--- src/common/bpdd_pkg.sv ---
// Constants, register map and types of the bridge PWM output stage.
//
// Operation
// - Half-bridge inactive-to-active edges are delayed by the deadband count.
// - Full-bridge direction change takes effect at the next PWM cycle.
// - Non-modulated outputs switch early by 1, 4 or 16 oscillator periods.
// - Modulated outputs stay inactive during the direction transition.
// - Full-bridge modes insert no deadband delay.
// - Direction writes anywhere in a cycle do not corrupt that cycle.
// - All four output latches are correct after one full cycle.
// - Completion of a full cycle sets the period flag.
// - Polarity field picks output levels; mode field picks output mode.
// - Ten-bit duty is duty low byte plus control bits 5 and 4.
// - After count equals period: clear count, set output unless the new duty is zero, latch duty.
// - Output clears on duty match; duty above period never clears.
// - Half-bridge second output is the delayed complement of the first.
// - Forward holds A active, modulates D; reverse holds C, modulates B.
package bpdd_pkg;

    // Register indices; the byte address is four times the index.
    localparam logic [7:0] IDX_INT_CTRL   = 8'h0B;
    localparam logic [7:0] IDX_FLAGS1     = 8'h0C;
    localparam logic [7:0] IDX_T2_COUNT   = 8'h11;
    localparam logic [7:0] IDX_T2_CTRL    = 8'h12;
    localparam logic [7:0] IDX_DUTY_LO    = 8'h15;
    localparam logic [7:0] IDX_DUTY_LATCH = 8'h16;
    localparam logic [7:0] IDX_PWM_CTRL   = 8'h17;
    localparam logic [7:0] IDX_PORTB_DIR  = 8'h86;
    localparam logic [7:0] IDX_ENABLES1   = 8'h8C;
    localparam logic [7:0] IDX_T2_PERIOD  = 8'h92;
    localparam logic [7:0] IDX_DEADBAND   = 8'h97;

    // Values after reset, and the Timer2 control write mask.
    localparam logic [7:0] RST_ZERO    = 8'h00;
    localparam logic [7:0] RST_ONES    = 8'hFF;
    localparam logic [7:0] T2_CTRL_MSK = 8'h7F;

    // Field positions.
    localparam int FLAG_PERIOD_BIT = 1;
    localparam int T2_RUN_BIT      = 2;
    localparam int PIN_A_DIR_BIT   = 3;
    localparam int PIN_B_DIR_BIT   = 5;
    localparam int PIN_C_DIR_BIT   = 6;
    localparam int PIN_D_DIR_BIT   = 7;

    // Timing: the clock period equals one oscillator period.
    localparam int TOSC_NS    = 50;
    localparam int CLK_NS     = 50;
    localparam int INSTR_TOSC = 4;
    localparam int INSTR_CYC  = INSTR_TOSC * TOSC_NS / CLK_NS;
    localparam int EARLY_TOSC_P1  = 1;
    localparam int EARLY_TOSC_P4  = 4;
    localparam int EARLY_TOSC_P16 = 16;

    // Output modes, taken from the top two bits of the control register.
    typedef enum logic [1:0] {
        MODE_SINGLE   = 2'b00,
        MODE_FULL_FWD = 2'b01,
        MODE_HALF     = 2'b10,
        MODE_FULL_REV = 2'b11
    } bpdd_mode_type;

    // Control register layout.
    typedef struct packed {
        bpdd_mode_type mode;
        logic [1:0]    duty_lsb;
        logic [3:0]    polarity;
    } bpdd_ctrl_type;

    // The four bridge outputs.
    typedef struct packed {
        logic d;
        logic c;
        logic b;
        logic a;
    } bpdd_pins_type;

endpackage

--- src/bpdd_pwm.sv ---
// Bridge PWM output stage with Timer2 time base and APB registers.
//
// The APB slave port is this design's own decision.
`timescale 1ns/10ps
module bpdd_pwm
    import bpdd_pkg::*;
#(
    parameter int ADDR_W = 12
)
(
    // Clock and reset.
    input  wire logic              pclk,
    input  wire logic              presetn,
    // APB slave.
    input  wire logic              psel,
    input  wire logic              penable,
    input  wire logic              pwrite,
    input  wire logic [ADDR_W-1:0] paddr,
    input  wire logic [31:0]       pwdata,
    output logic                   pready,
    output logic                   pslverr,
    output logic [31:0]            prdata,
    // Bridge outputs and their enables.
    output bpdd_pins_type          bridge_out,
    output bpdd_pins_type          bridge_oe
);

    ////////////////////////////////////////////////////////////////////////
    // Declarations.
    logic [7:0]    int_ctrl_r;
    logic [7:0]    flags1_r;
    logic [7:0]    flags1_nxt;
    logic [7:0]    tmr_r;
    logic [7:0]    t2_ctrl_r;
    logic [7:0]    duty_lo_r;
    logic [7:0]    duty_latch_r;
    logic [1:0]    dl2_r;
    bpdd_ctrl_type ctrl_r;
    logic [7:0]    portb_dir_r;
    logic [7:0]    enables1_r;
    logic [7:0]    period_r;
    logic [7:0]    deadband_r;
    logic [7:0]    rd_mux;
    logic [31:0]   prdata_r;
    logic [1:0]    inst_r;
    logic [5:0]    pre_r;
    logic          pwm_r;
    logic          pwm_d_r;
    logic          primed_r;
    logic          dir_act_r;
    logic          trans_r;
    logic [7:0]    db_cnt_r;
    bpdd_pins_type act_r;
    bpdd_pins_type act_nxt;
    bpdd_pins_type out_r;

    ////////////////////////////////////////////////////////////////////////
    // Address decode helpers.
    function automatic logic hit(input logic [ADDR_W-1:0] a,
                                 input logic [7:0] idx);
        hit = (a[1:0] == 2'b00) && (a[ADDR_W-1:2] == {2'b00, idx});
    endfunction

    // Early switch length in clock cycles for a prescale code.
    function automatic logic [5:0] early_cyc(input logic [1:0] ps);
        int t;
        t = (ps == 2'b00) ? EARLY_TOSC_P1 :
            (ps == 2'b01) ? EARLY_TOSC_P4 : EARLY_TOSC_P16;
        early_cyc = 6'(t * TOSC_NS / CLK_NS);
    endfunction

    ////////////////////////////////////////////////////////////////////////
    // APB decode; the slave never waits.
    wire        acc      = psel && penable;
    wire        wr       = acc && pwrite;
    wire        mapped   = hit(paddr, IDX_INT_CTRL) || hit(paddr, IDX_FLAGS1)
                        || hit(paddr, IDX_T2_COUNT) || hit(paddr, IDX_T2_CTRL)
                        || hit(paddr, IDX_DUTY_LO)
                        || hit(paddr, IDX_DUTY_LATCH)
                        || hit(paddr, IDX_PWM_CTRL)
                        || hit(paddr, IDX_PORTB_DIR)
                        || hit(paddr, IDX_ENABLES1)
                        || hit(paddr, IDX_T2_PERIOD)
                        || hit(paddr, IDX_DEADBAND);
    wire [7:0]  wd       = pwdata[7:0];
    assign pready  = 1'b1;
    assign pslverr = acc && !mapped;
    assign prdata  = prdata_r;

    // Read selection; the duty latch is read-only.
    assign rd_mux = hit(paddr, IDX_INT_CTRL)   ? int_ctrl_r   :
                    hit(paddr, IDX_FLAGS1)     ? flags1_r     :
                    hit(paddr, IDX_T2_COUNT)   ? tmr_r        :
                    hit(paddr, IDX_T2_CTRL)    ? t2_ctrl_r    :
                    hit(paddr, IDX_DUTY_LO)    ? duty_lo_r    :
                    hit(paddr, IDX_DUTY_LATCH) ? duty_latch_r :
                    hit(paddr, IDX_PWM_CTRL)   ? ctrl_r       :
                    hit(paddr, IDX_PORTB_DIR)  ? portb_dir_r  :
                    hit(paddr, IDX_ENABLES1)   ? enables1_r   :
                    hit(paddr, IDX_T2_PERIOD)  ? period_r     :
                    hit(paddr, IDX_DEADBAND)   ? deadband_r   : RST_ZERO;

    // Read data is captured in the setup cycle so it comes from a flop.
    always_ff @(posedge pclk or negedge presetn)
    begin
        if (!presetn)
            prdata_r <= '0;
        else if (psel && !penable)
            prdata_r <= {24'h000000, rd_mux};
    end

    ////////////////////////////////////////////////////////////////////////
    // Time base decode.
    wire           run      = t2_ctrl_r[T2_RUN_BIT];
    wire [1:0]     presc    = t2_ctrl_r[1:0];
    wire [5:0]     pre_last = (presc == 2'b00) ? 6'h03 :
                              (presc == 2'b01) ? 6'h0F : 6'h3F;
    wire [5:0]     pre_ely  = pre_last - early_cyc(presc);
    wire [1:0]     fine     = (presc == 2'b00) ? pre_r[1:0] :
                              (presc == 2'b01) ? pre_r[3:2] : pre_r[5:4];
    wire           tick     = run && (pre_r == pre_last);
    wire           wrap     = tick && (tmr_r == period_r);
    wire           match    = {duty_latch_r, dl2_r} == {tmr_r, fine};
    wire           wave     = pwm_r && !(run && match);
    wire [9:0]     duty_new = {duty_lo_r, ctrl_r.duty_lsb};
    wire           instr_en = inst_r == 2'(INSTR_CYC - 1);
    wire           pwm_on   = ctrl_r.polarity[3:2] == 2'b11;
    wire           is_full  = ctrl_r.mode[0];
    wire           is_half  = ctrl_r.mode == MODE_HALF;
    wire           new_dir  = ctrl_r.mode[1];
    wire           early_pt = run && is_full && (tmr_r == period_r)
                              && (pre_r == pre_ely);
    wire           pwm_chg  = wave != pwm_d_r;
    wire [7:0]     db_wait  = pwm_chg ? deadband_r : db_cnt_r;
    wire           db_done  = db_wait == RST_ZERO;
    // The edge cycle counts as well, so the hold never exceeds the count.
    wire [7:0]     db_first = (instr_en && deadband_r != RST_ZERO)
                              ? deadband_r - 8'h01 : deadband_r;
    wire           ac_low   = ctrl_r.polarity[1];
    wire           bd_low   = ctrl_r.polarity[0];
    bpdd_pins_type pol_mask;
    assign pol_mask = '{d: bd_low, c: ac_low, b: bd_low, a: ac_low};

    ////////////////////////////////////////////////////////////////////////
    // Software registers; writes land in the access cycle.
    always_ff @(posedge pclk or negedge presetn)
    begin
        if (!presetn)
        begin
            int_ctrl_r  <= RST_ZERO;
            t2_ctrl_r   <= RST_ZERO;
            duty_lo_r   <= RST_ZERO;
            ctrl_r      <= RST_ZERO;
            portb_dir_r <= RST_ONES;
            enables1_r  <= RST_ZERO;
            period_r    <= RST_ONES;
            deadband_r  <= RST_ZERO;
        end
        else if (wr)
        begin
            if (hit(paddr, IDX_INT_CTRL))  int_ctrl_r  <= wd;
            if (hit(paddr, IDX_T2_CTRL))   t2_ctrl_r   <= wd & T2_CTRL_MSK;
            if (hit(paddr, IDX_DUTY_LO))   duty_lo_r   <= wd;
            if (hit(paddr, IDX_PWM_CTRL))  ctrl_r      <= wd;
            if (hit(paddr, IDX_PORTB_DIR)) portb_dir_r <= wd;
            if (hit(paddr, IDX_ENABLES1))  enables1_r  <= wd;
            if (hit(paddr, IDX_T2_PERIOD)) period_r    <= wd;
            if (hit(paddr, IDX_DEADBAND))  deadband_r  <= wd;
        end
    end

    // Flag register: a cycle end beats a software clear in the same cycle.
    always_comb
    begin
        flags1_nxt = flags1_r;
        if (wr && hit(paddr, IDX_FLAGS1))
            flags1_nxt = wd;
        if (wrap)
            flags1_nxt[FLAG_PERIOD_BIT] = 1'b1;
    end

    always_ff @(posedge pclk or negedge presetn)
    begin
        if (!presetn)
            flags1_r <= RST_ZERO;
        else
            flags1_r <= flags1_nxt;
    end

    ////////////////////////////////////////////////////////////////////////
    // Instruction cycle divider and Timer2 prescaler.
    always_ff @(posedge pclk or negedge presetn)
    begin
        if (!presetn)
            inst_r <= 2'b00;
        else
            inst_r <= inst_r + 2'b01;
    end

    always_ff @(posedge pclk or negedge presetn)
    begin
        if (!presetn)
            pre_r <= 6'h00;
        else if (!run || pre_r == pre_last)
            pre_r <= 6'h00;
        else
            pre_r <= pre_r + 6'h01;
    end

    // Timer2 count; a software write overrides the count.
    always_ff @(posedge pclk or negedge presetn)
    begin
        if (!presetn)
            tmr_r <= RST_ZERO;
        else if (wr && hit(paddr, IDX_T2_COUNT))
            tmr_r <= wd;
        else if (wrap)
            tmr_r <= RST_ZERO;
        else if (tick)
            tmr_r <= tmr_r + 8'h01;
    end

    ////////////////////////////////////////////////////////////////////////
    // PWM waveform: set at the period end unless the duty is zero, cleared on the duty match.
    always_ff @(posedge pclk or negedge presetn)
    begin
        if (!presetn)
        begin
            pwm_r        <= 1'b0;
            duty_latch_r <= RST_ZERO;
            dl2_r        <= 2'b00;
            primed_r     <= 1'b0;
        end
        else if (wrap)
        begin
            pwm_r        <= duty_new != 10'h000;
            duty_latch_r <= duty_lo_r;
            dl2_r        <= ctrl_r.duty_lsb;
            primed_r     <= pwm_on;
        end
        else
        begin
            if (run && match)
                pwm_r <= 1'b0;
            if (!pwm_on)
                primed_r <= 1'b0;
        end
    end

    // In the full-bridge modes direction is picked up only near the period end, so a write in
    // mid-cycle never disturbs the cycle already running; other modes take it every clock.
    always_ff @(posedge pclk or negedge presetn)
    begin
        if (!presetn)
        begin
            dir_act_r <= 1'b0;
            trans_r   <= 1'b0;
        end
        else if (!is_full)
        begin
            dir_act_r <= new_dir;
            trans_r   <= 1'b0;
        end
        else if (early_pt && new_dir != dir_act_r)
        begin
            dir_act_r <= new_dir;
            trans_r   <= 1'b1;
        end
        else if (wrap)
            trans_r <= 1'b0;
    end

    // Deadband counter: loads on each waveform edge, steps per instruction.
    always_ff @(posedge pclk or negedge presetn)
    begin
        if (!presetn)
        begin
            pwm_d_r  <= 1'b0;
            db_cnt_r <= RST_ZERO;
        end
        else
        begin
            pwm_d_r <= wave;
            if (pwm_chg)
                db_cnt_r <= db_first;
            else if (instr_en && db_cnt_r != RST_ZERO)
                db_cnt_r <= db_cnt_r - 8'h01;
        end
    end

    ////////////////////////////////////////////////////////////////////////
    // Output steering; everything sits inactive until one cycle has run.
    always_comb
    begin
        act_nxt = '0;
        if (pwm_on && primed_r)
        begin
            unique case (ctrl_r.mode)
                MODE_SINGLE:
                    act_nxt.a = wave;
                MODE_HALF:
                begin
                    act_nxt.a = wave && db_done;
                    act_nxt.b = !wave && db_done;
                end
                MODE_FULL_FWD, MODE_FULL_REV:
                begin
                    // No deadband here: the modulated leg follows wave.
                    act_nxt.a = !dir_act_r;
                    act_nxt.d = !dir_act_r && wave && !trans_r;
                    act_nxt.c = dir_act_r;
                    act_nxt.b = dir_act_r && wave && !trans_r;
                end
            endcase
        end
    end

    // Pin levels apply the polarity after the active-state logic.
    always_ff @(posedge pclk or negedge presetn)
    begin
        if (!presetn)
        begin
            act_r <= '0;
            out_r <= '0;
        end
        else
        begin
            act_r <= act_nxt;
            out_r <= pwm_on ? (act_nxt ^ pol_mask) : '0;
        end
    end

    assign bridge_out = out_r;
    // Pin drivers follow the port direction bits, low meaning output.
    assign bridge_oe  = '{d: !portb_dir_r[PIN_D_DIR_BIT],
                          c: !portb_dir_r[PIN_C_DIR_BIT],
                          b: !portb_dir_r[PIN_B_DIR_BIT],
                          a: !portb_dir_r[PIN_A_DIR_BIT]};
endmodule

--- config.mk ---
export PLATFORM = sky130hd
export DESIGN_NAME = bpdd_pwm
export DESIGN_NICKNAME = d
export VERILOG_FILES = /design/src/common/bpdd_pkg.sv /design/src/bpdd_pwm.sv
export SDC_FILE = /design/constraint.sdc
export NUM_CORES = 1
export LEC_CHECK = 0
export ABC_CLOCK_PERIOD_IN_PS = 3400
export BUFFER_PORTS_ARGS = -buffer_cell sky130_fd_sc_hd__buf_2
export CAP_MARGIN = 20
export CORE_UTILIZATION = 45
export CTS_BUF_LIST = sky130_fd_sc_hd__clkbuf_8 sky130_fd_sc_hd__clkbuf_16
export CTS_CLUSTER_DIAMETER = 80
export DETAILED_ROUTE_END_ITERATION = 6
export GPL_TIMING_DRIVEN = 0
export PLACE_DENSITY = 0.7
export SLEW_MARGIN = 10
export SYNTH_ARGS = -nofsm -noshare
export SYNTH_HDL_FRONTEND = slang
export SYNTH_SLANG_ARGS = --single-unit
--- constraint.sdc ---
create_clock -name pclk -period 3.4 [get_ports pclk]
set_clock_uncertainty 0.1 [all_clocks]
set_input_delay 0.68 -clock pclk [delete_from_list [all_inputs] [get_ports pclk]]
set_output_delay 0.68 -clock pclk [all_outputs]
set_load 0.01 [all_outputs]
Yosys cells after proc, flatten, opt, wreduce, memory -nomap -nowiden
Index checks and enable logic that the tools add are counted.
{"block": "classes", "n_addsub": 6, "n_reduce_logical": 76, "bitwise": 1, "n_mux": 41, "multipliers": 1, "div_mod_pow": 1, "eq_ne": 26}
{"cell": "$mux 8", "count": 18}
{"cell": "$eq 10x5->1 const B", "count": 5}
{"cell": "$eq 10x8->1 const B", "count": 4}
{"cell": "$logic_and 1x1->1", "count": 34}
{"cell": "$div 32x7->32 const B", "count": 1}
{"cell": "$eq 10x4->1 const B", "count": 2}
{"cell": "$mux 6", "count": 3}
{"cell": "$reduce_and 2->1", "count": 8}
{"cell": "$reduce_bool 8->1", "count": 2}
{"cell": "$sub 8x1->8 const B", "count": 2}
{"cell": "$eq 6x6->1", "count": 2}
{"cell": "$logic_not 1->1", "count": 11}
{"cell": "$logic_or 1x1->1", "count": 11}
{"cell": "$eq 10x10->1", "count": 1}
{"cell": "$mul 5x5->10 const B", "count": 1}
{"cell": "$mux 1", "count": 10}
{"cell": "$mux 5", "count": 2}
{"cell": "$reduce_bool 10->1", "count": 1}
{"cell": "$add 8x1->8 const B", "count": 1}
{"cell": "$eq 2x2->1 const B", "count": 4}
{"cell": "$eq 8x8->1", "count": 1}
{"cell": "$logic_not 8->1", "count": 1}
{"cell": "$mux 2", "count": 4}
{"cell": "$mux 4", "count": 2}
{"cell": "other kinds (15)", "count": 21}
{"block": "word_totals", "reg_bits": 122, "output_inout_bits": 42}

Depth between registers and ports, before layout
{"block": "depth", "ltp_word": 15, "ltp_mapped": 9, "mapped_depth_nobuf": 8}

Least setup slack after synthesis
Ideal clock, no wire load.
{"block": "synth_timing", "path_kind": "input-to-output", "startpoint": "input paddr[1]", "endpoint": "output pslverr", "required_time_ns": 2.620, "n_path_buf": 2, "stages": 8, "arrival_time_ns": 2.147, "setup_slack_ns": 0.473, "path_cell_list": "or4_4 > buf_6 > nor4_4 > and2_1 > buf_2 > a211oi_1 > nand4b_1 > nor2_1"}
{"block": "synth_between", "elab_chain_len": 14, "word_cells_on_any_way": 24}
{"element": "start: declaration", "line": "bpdd_pwm.sv:18", "source": "input wire logic [ADDR_W-1:0] paddr,"}
{"element": "$logic_not 2->1 *", "line": "bpdd_pwm.sv:61", "source": "hit = (a[1:0] == 2'b00) && (a[ADDR_W-1:2] == {2'b00, idx});"}
{"element": "$logic_and 1x1->1", "line": "bpdd_pwm.sv:61"}
{"element": "$logic_or 1x1->1", "line": "bpdd_pwm.sv:76", "source": "wire mapped = hit(paddr, IDX_INT_CTRL) || hit(paddr, IDX_FLAGS1)"}
{"element": "$logic_or 1x1->1 (2 in a row)", "line": "bpdd_pwm.sv:77", "source": "|| hit(paddr, IDX_T2_COUNT) || hit(paddr, IDX_T2_CTRL)"}
{"element": "$logic_or 1x1->1", "line": "bpdd_pwm.sv:78", "source": "|| hit(paddr, IDX_DUTY_LO)"}
{"element": "$logic_or 1x1->1", "line": "bpdd_pwm.sv:79", "source": "|| hit(paddr, IDX_DUTY_LATCH)"}
{"element": "$logic_or 1x1->1", "line": "bpdd_pwm.sv:80", "source": "|| hit(paddr, IDX_PWM_CTRL)"}
{"element": "$logic_or 1x1->1", "line": "bpdd_pwm.sv:81", "source": "|| hit(paddr, IDX_PORTB_DIR)"}
{"element": "$logic_or 1x1->1", "line": "bpdd_pwm.sv:82", "source": "|| hit(paddr, IDX_ENABLES1)"}
{"element": "$logic_or 1x1->1", "line": "bpdd_pwm.sv:83", "source": "|| hit(paddr, IDX_T2_PERIOD)"}
{"element": "$logic_or 1x1->1 *", "line": "bpdd_pwm.sv:84", "source": "|| hit(paddr, IDX_DEADBAND);"}
{"element": "$logic_not 1->1 *", "line": "bpdd_pwm.sv:87", "source": "assign pslverr = acc && !mapped;"}
{"element": "$logic_and 1x1->1 *", "line": "bpdd_pwm.sv:87"}
{"element": "end: declaration", "line": "bpdd_pwm.sv:21", "source": "output logic pslverr,"}
Every way passes the cells marked *; elsewhere a longest branch is shown, timed or not.

Final worst setup path
Same ends and word-level chain as after synthesis.

==> results.json <==
{
  "synthesis.area_um2": 6950,
  "cts_buffers": 17,
  "power_leakage_nw": 3.77,
  "first_global_vias": 5265,
  "globalRoute.busiestLayer": "met2",
  "area_growth_pct": 17.0,
  "run_status": "finished with violations",
  "final_max_tran_viols": 0,
  "clk-insertion-delay-late_ns": 0.42,
  "largest_net_degree_at_the_start_of_global_routing": 63,
  "worst_hold_path_type": "in2async",
  "met1_usage_pct": 35.3,
  "first_iter_violations": 491,
  "max-clock-path-buffers": 2,
  "drv_cap": 0,
  "antenna_cells": 0,
  "drt_drc_violations_left": 2,
  "crit_arrival_ns": 2.56,
  "power.density_cell_area_nw_per_um2": 439,
  "worst_hold_slack_ns": 0.143,
  "worstReg2RegEnd": "duty_latch_r[5]",
  "cts_tree": "yes",
  "power_mw": 3.57,
  "wire_length_of_the_first_global_routing_pass_mm": 29.9,
  "worst-r2r-cell-count": 7,
  "grt.overflow.total": 0,
  "yosys_warnings": 0,
  "layout.cells.most_common": "dfrtp_1",
  "timing_worst_slew_pin_value_ns": 0.957,
  "port_buffers": 32,
  "worst_setup_path_start_kind": "primary input",
  "net_count_reported_at_finish": 824,
  "dpl.cell_count": 936,
  "critical_path.slowest_cell": "or4_4",
  "starting_density_of_the_core_pct": 45.9,
  "globalRouteTotalUtil_pct": 24.9,
  "ctsHtreeMaxLevel": 4,
  "final_hold_viol_count": 0,
  "top_level_ports": 91,
  "layout-drive-gt1-share_pct": 27.5,
  "drt_first_pass_iters": 7,
  "rsz_0062_raised_after_global_routing": "false",
  "drtAntennaViolNets": 0,
  "number_of_flip_flops_and_latches_in_the_synthesized_netlist": 122,
  "synthDistinctLibCells": 68,
  "postSynthAreaPerCell_um2": 10.0,
  "clk_pin_slew_worst_paths_ns": 0.05,
  "drt-total-wl_mm": 18.5,
  "drt-wirelength-per-cell_um": 19.1,
  "path_max_fanout": 10,
  "worst-r2r-setup-slack_ns": 0.49,
  "critical_path.startpoint": "paddr[1]",
  "fp.coreArea_um2": 15100,
  "min_period_over_period_pct": 98.1,
  "syn-instance-count": 692,
  "layout_min_cycle_time_ns": 3.34,
  "seq_area_frac_synth_pct": 44.2,
  "gp_routability_congestion": 0.966,
  "placedInstanceArea_um2": 7460,
  "gr-usage-met3_pct": 4.93,
  "worstPathCellList": "buf_2 > or4_4 > buf_6 > nor3b_1 > buf_4 > nand3_1 > nand4b_1 > nor2_1 > buf_2",
  "vdd.ir_drop.worst_uv": 341,
  "finalSetupViolCount": 0,
  "worstSetupEndpointType": "output pin",
  "fp-row-count": 45,
  "critical_path.max_stage_delay_ns": 0.52,
  "dr_total_vias": 5621,
  "asr_flop_ratio_synth_pct": 100,
  "dpl.hpwl_mm": 13.1,
  "critical_path.reg2reg.startpoint": "t2_ctrl_r[1]",
  "cts.root.buffer_cell": "clkbuf_16",
  "fillers": 1332,
  "die_x_um": 126,
  "timing.slew.headroom_pct": 35.6,
  "die_area_um2": 15900,
  "synth_edf_count": 0,
  "worstSetupEndpoint": "pslverr",
  "max_clock_freq_ghz": 0.300,
  "tritoncts_num_sinks": 122,
  "crit_top_cell": "buf_2",
  "timing.setup.critical_path_class": "in2out",
  "stdcell_count": 969,
  "cp_data_required_time_ns": 2.62,
  "route.detailed.vias_per_inst": 5.80,
  "initial_antenna_violation_count": 0,
  "die_h_um": 126,
  "hold_buffers": 0,
  "mostFrequentLayoutCells": "dfrtp_1, mux2_2, nor2_1",
  "post-route-cell-area_um2": 8120,
  "met2_capacity_usage_during_global_routing_pct": 38.3,
  "synthFlopType": "dfrtp_1",
  "violations": "design-rule violations",
  "timing.setup.tns_ns": 0
}
==> per-stage QoR <==
stage / worst slack [ns] / utilization [%]
5_1_grt: 0.00454 / 53.6
6_report: 0.0644 / 53.6
4_1_cts: 0.0149 / 53.5
3_3_place_gp: -0.0778 / 49.0
3_5_place_dp: -0.101 / 49.3
2_1_floorplan: 0.473 / -
==> how the worst min path moves through the flow <==
stage / end / startpoint
2_1_floorplan: ac_low / presetn
4_1_cts: bridge_out[0] / presetn
5_1_grt: bridge_out[0] / presetn
3_3_place_gp: inst_r[0] / inst_r[0]
3_5_place_dp: inst_r[0] / inst_r[0]
6_report: bridge_out[0] / presetn
==> registers in the layout, indices dropped and copies added (netlist names), 2 cells and up <==
signal	cells
deadband_r	8
dl2_r	2
duty_latch_r	8
flags1_r	8
prdata	8
portb_dir_r	8
t2_ctrl_r	7
int_ctrl_r	8
pre_r	6
inst_r	2
duty_lo_r	8
ctrl_r	6
period_r	8
db_cnt_r	8
bridge_out	4
tmr_r	8
enables1_r	8
==> repair_timing <==
item | CTS | global route
pin swaps | 0 | 2
buffers inserted | 0 | 1
gates resized for setup | 1 | 6
endpoints found under the setup margin | 1 | 1
==> layer usage <==
metal	vias up	routed length, um
met1	2741	8320
met3	37	1260
li1	2585	-
met4	0	412
met2	258	8560
met5	-	0
==> synth_stat cells, drive strengths merged (2+ instances only) <==
master | number | area (um2)
dfrtp | 106 | 2650
dfstp | 16 | 420
or2 | 3 | 18.8
o221ai | 3 | 26.3
a221o | 2 | 20.0
nand3 | 23 | 115
and3 | 12 | 75.1
a22oi | 4 | 30.0
nand2b | 5 | 31.3
xnor2 | 21 | 184
nor4 | 9 | 71.3
and4 | 3 | 26.3
or3b | 2 | 17.5
nand4b | 3 | 26.3
buf | 44 | 290
o41ai | 2 | 36.3
a221oi | 4 | 35.0
nor3 | 13 | 70.1
nor3b | 4 | 30.0
a2111oi | 2 | 17.5
a211oi | 3 | 22.5
ha | 7 | 87.6
o2bb2ai | 3 | 26.3
xor2 | 22 | 211
or3 | 5 | 31.3
nor2b | 8 | 50.1
conb | 2 | 7.51
a31oi | 9 | 56.3
o22ai | 4 | 25.0
o211ai | 2 | 20.0
a21boi | 3 | 22.5
clkbuf | 20 | 76.3
nand4 | 5 | 31.3
and2 | 7 | 43.8
a41oi | 2 | 17.5
or4 | 4 | 33.8
nor2 | 58 | 218
inv | 14 | 52.6
mux2i | 11 | 110
o21ai | 39 | 195
nand2 | 57 | 214
a21oi | 31 | 159
a222oi | 4 | 40.0
mux2 | 81 | 912
==> cell families (layout without fill, tap and decap cells) <==
group	after synthesis	count (layout)	synth area share [%]
AND/OR/NAND/NOR	223	223	16.2
AO/OA/AOI/OAI	125	125	11.8
flip-flops	122	122	44.2
multiplexers	92	92	14.7
buffers and inverters	78	144	6.03
XOR/XNOR	43	43	5.69
adder cells (fa/ha/maj)	7	7	1.26
other	2	25	0.108
==> layout make-up <==
type	instances	area, um2	area share, %
Sequential cell	122	3070	37.8
Inverter	14	52.6	0.647
Clock buffer	25	536	6.59
Tap cell	188	235	2.90
Timing Repair Buffer	34	201	2.48
Buffer	64	373	4.59
Multi-Input combinational cell	515	3540	43.6
Clock inverter	7	109	1.34
==> power breakdown <==
| group | switching (mW) | internal [mW] |
|---|---|---|
| Clock | 0.641 | 1.30 |
| Sequential | 0.00243 | 1.46 |
| Combinational | 0.116 | 0.0519 |
| Total | 0.759 | 2.81 |
==> worst max-delay path, delay by kind of cell <==
kind | cells | cell delay, ns
AND/OR/NAND/NOR | 5 | 1.23
buffers and inverters | 4 | 0.63
No activity file was read; power rests on OpenSTA's default activity.
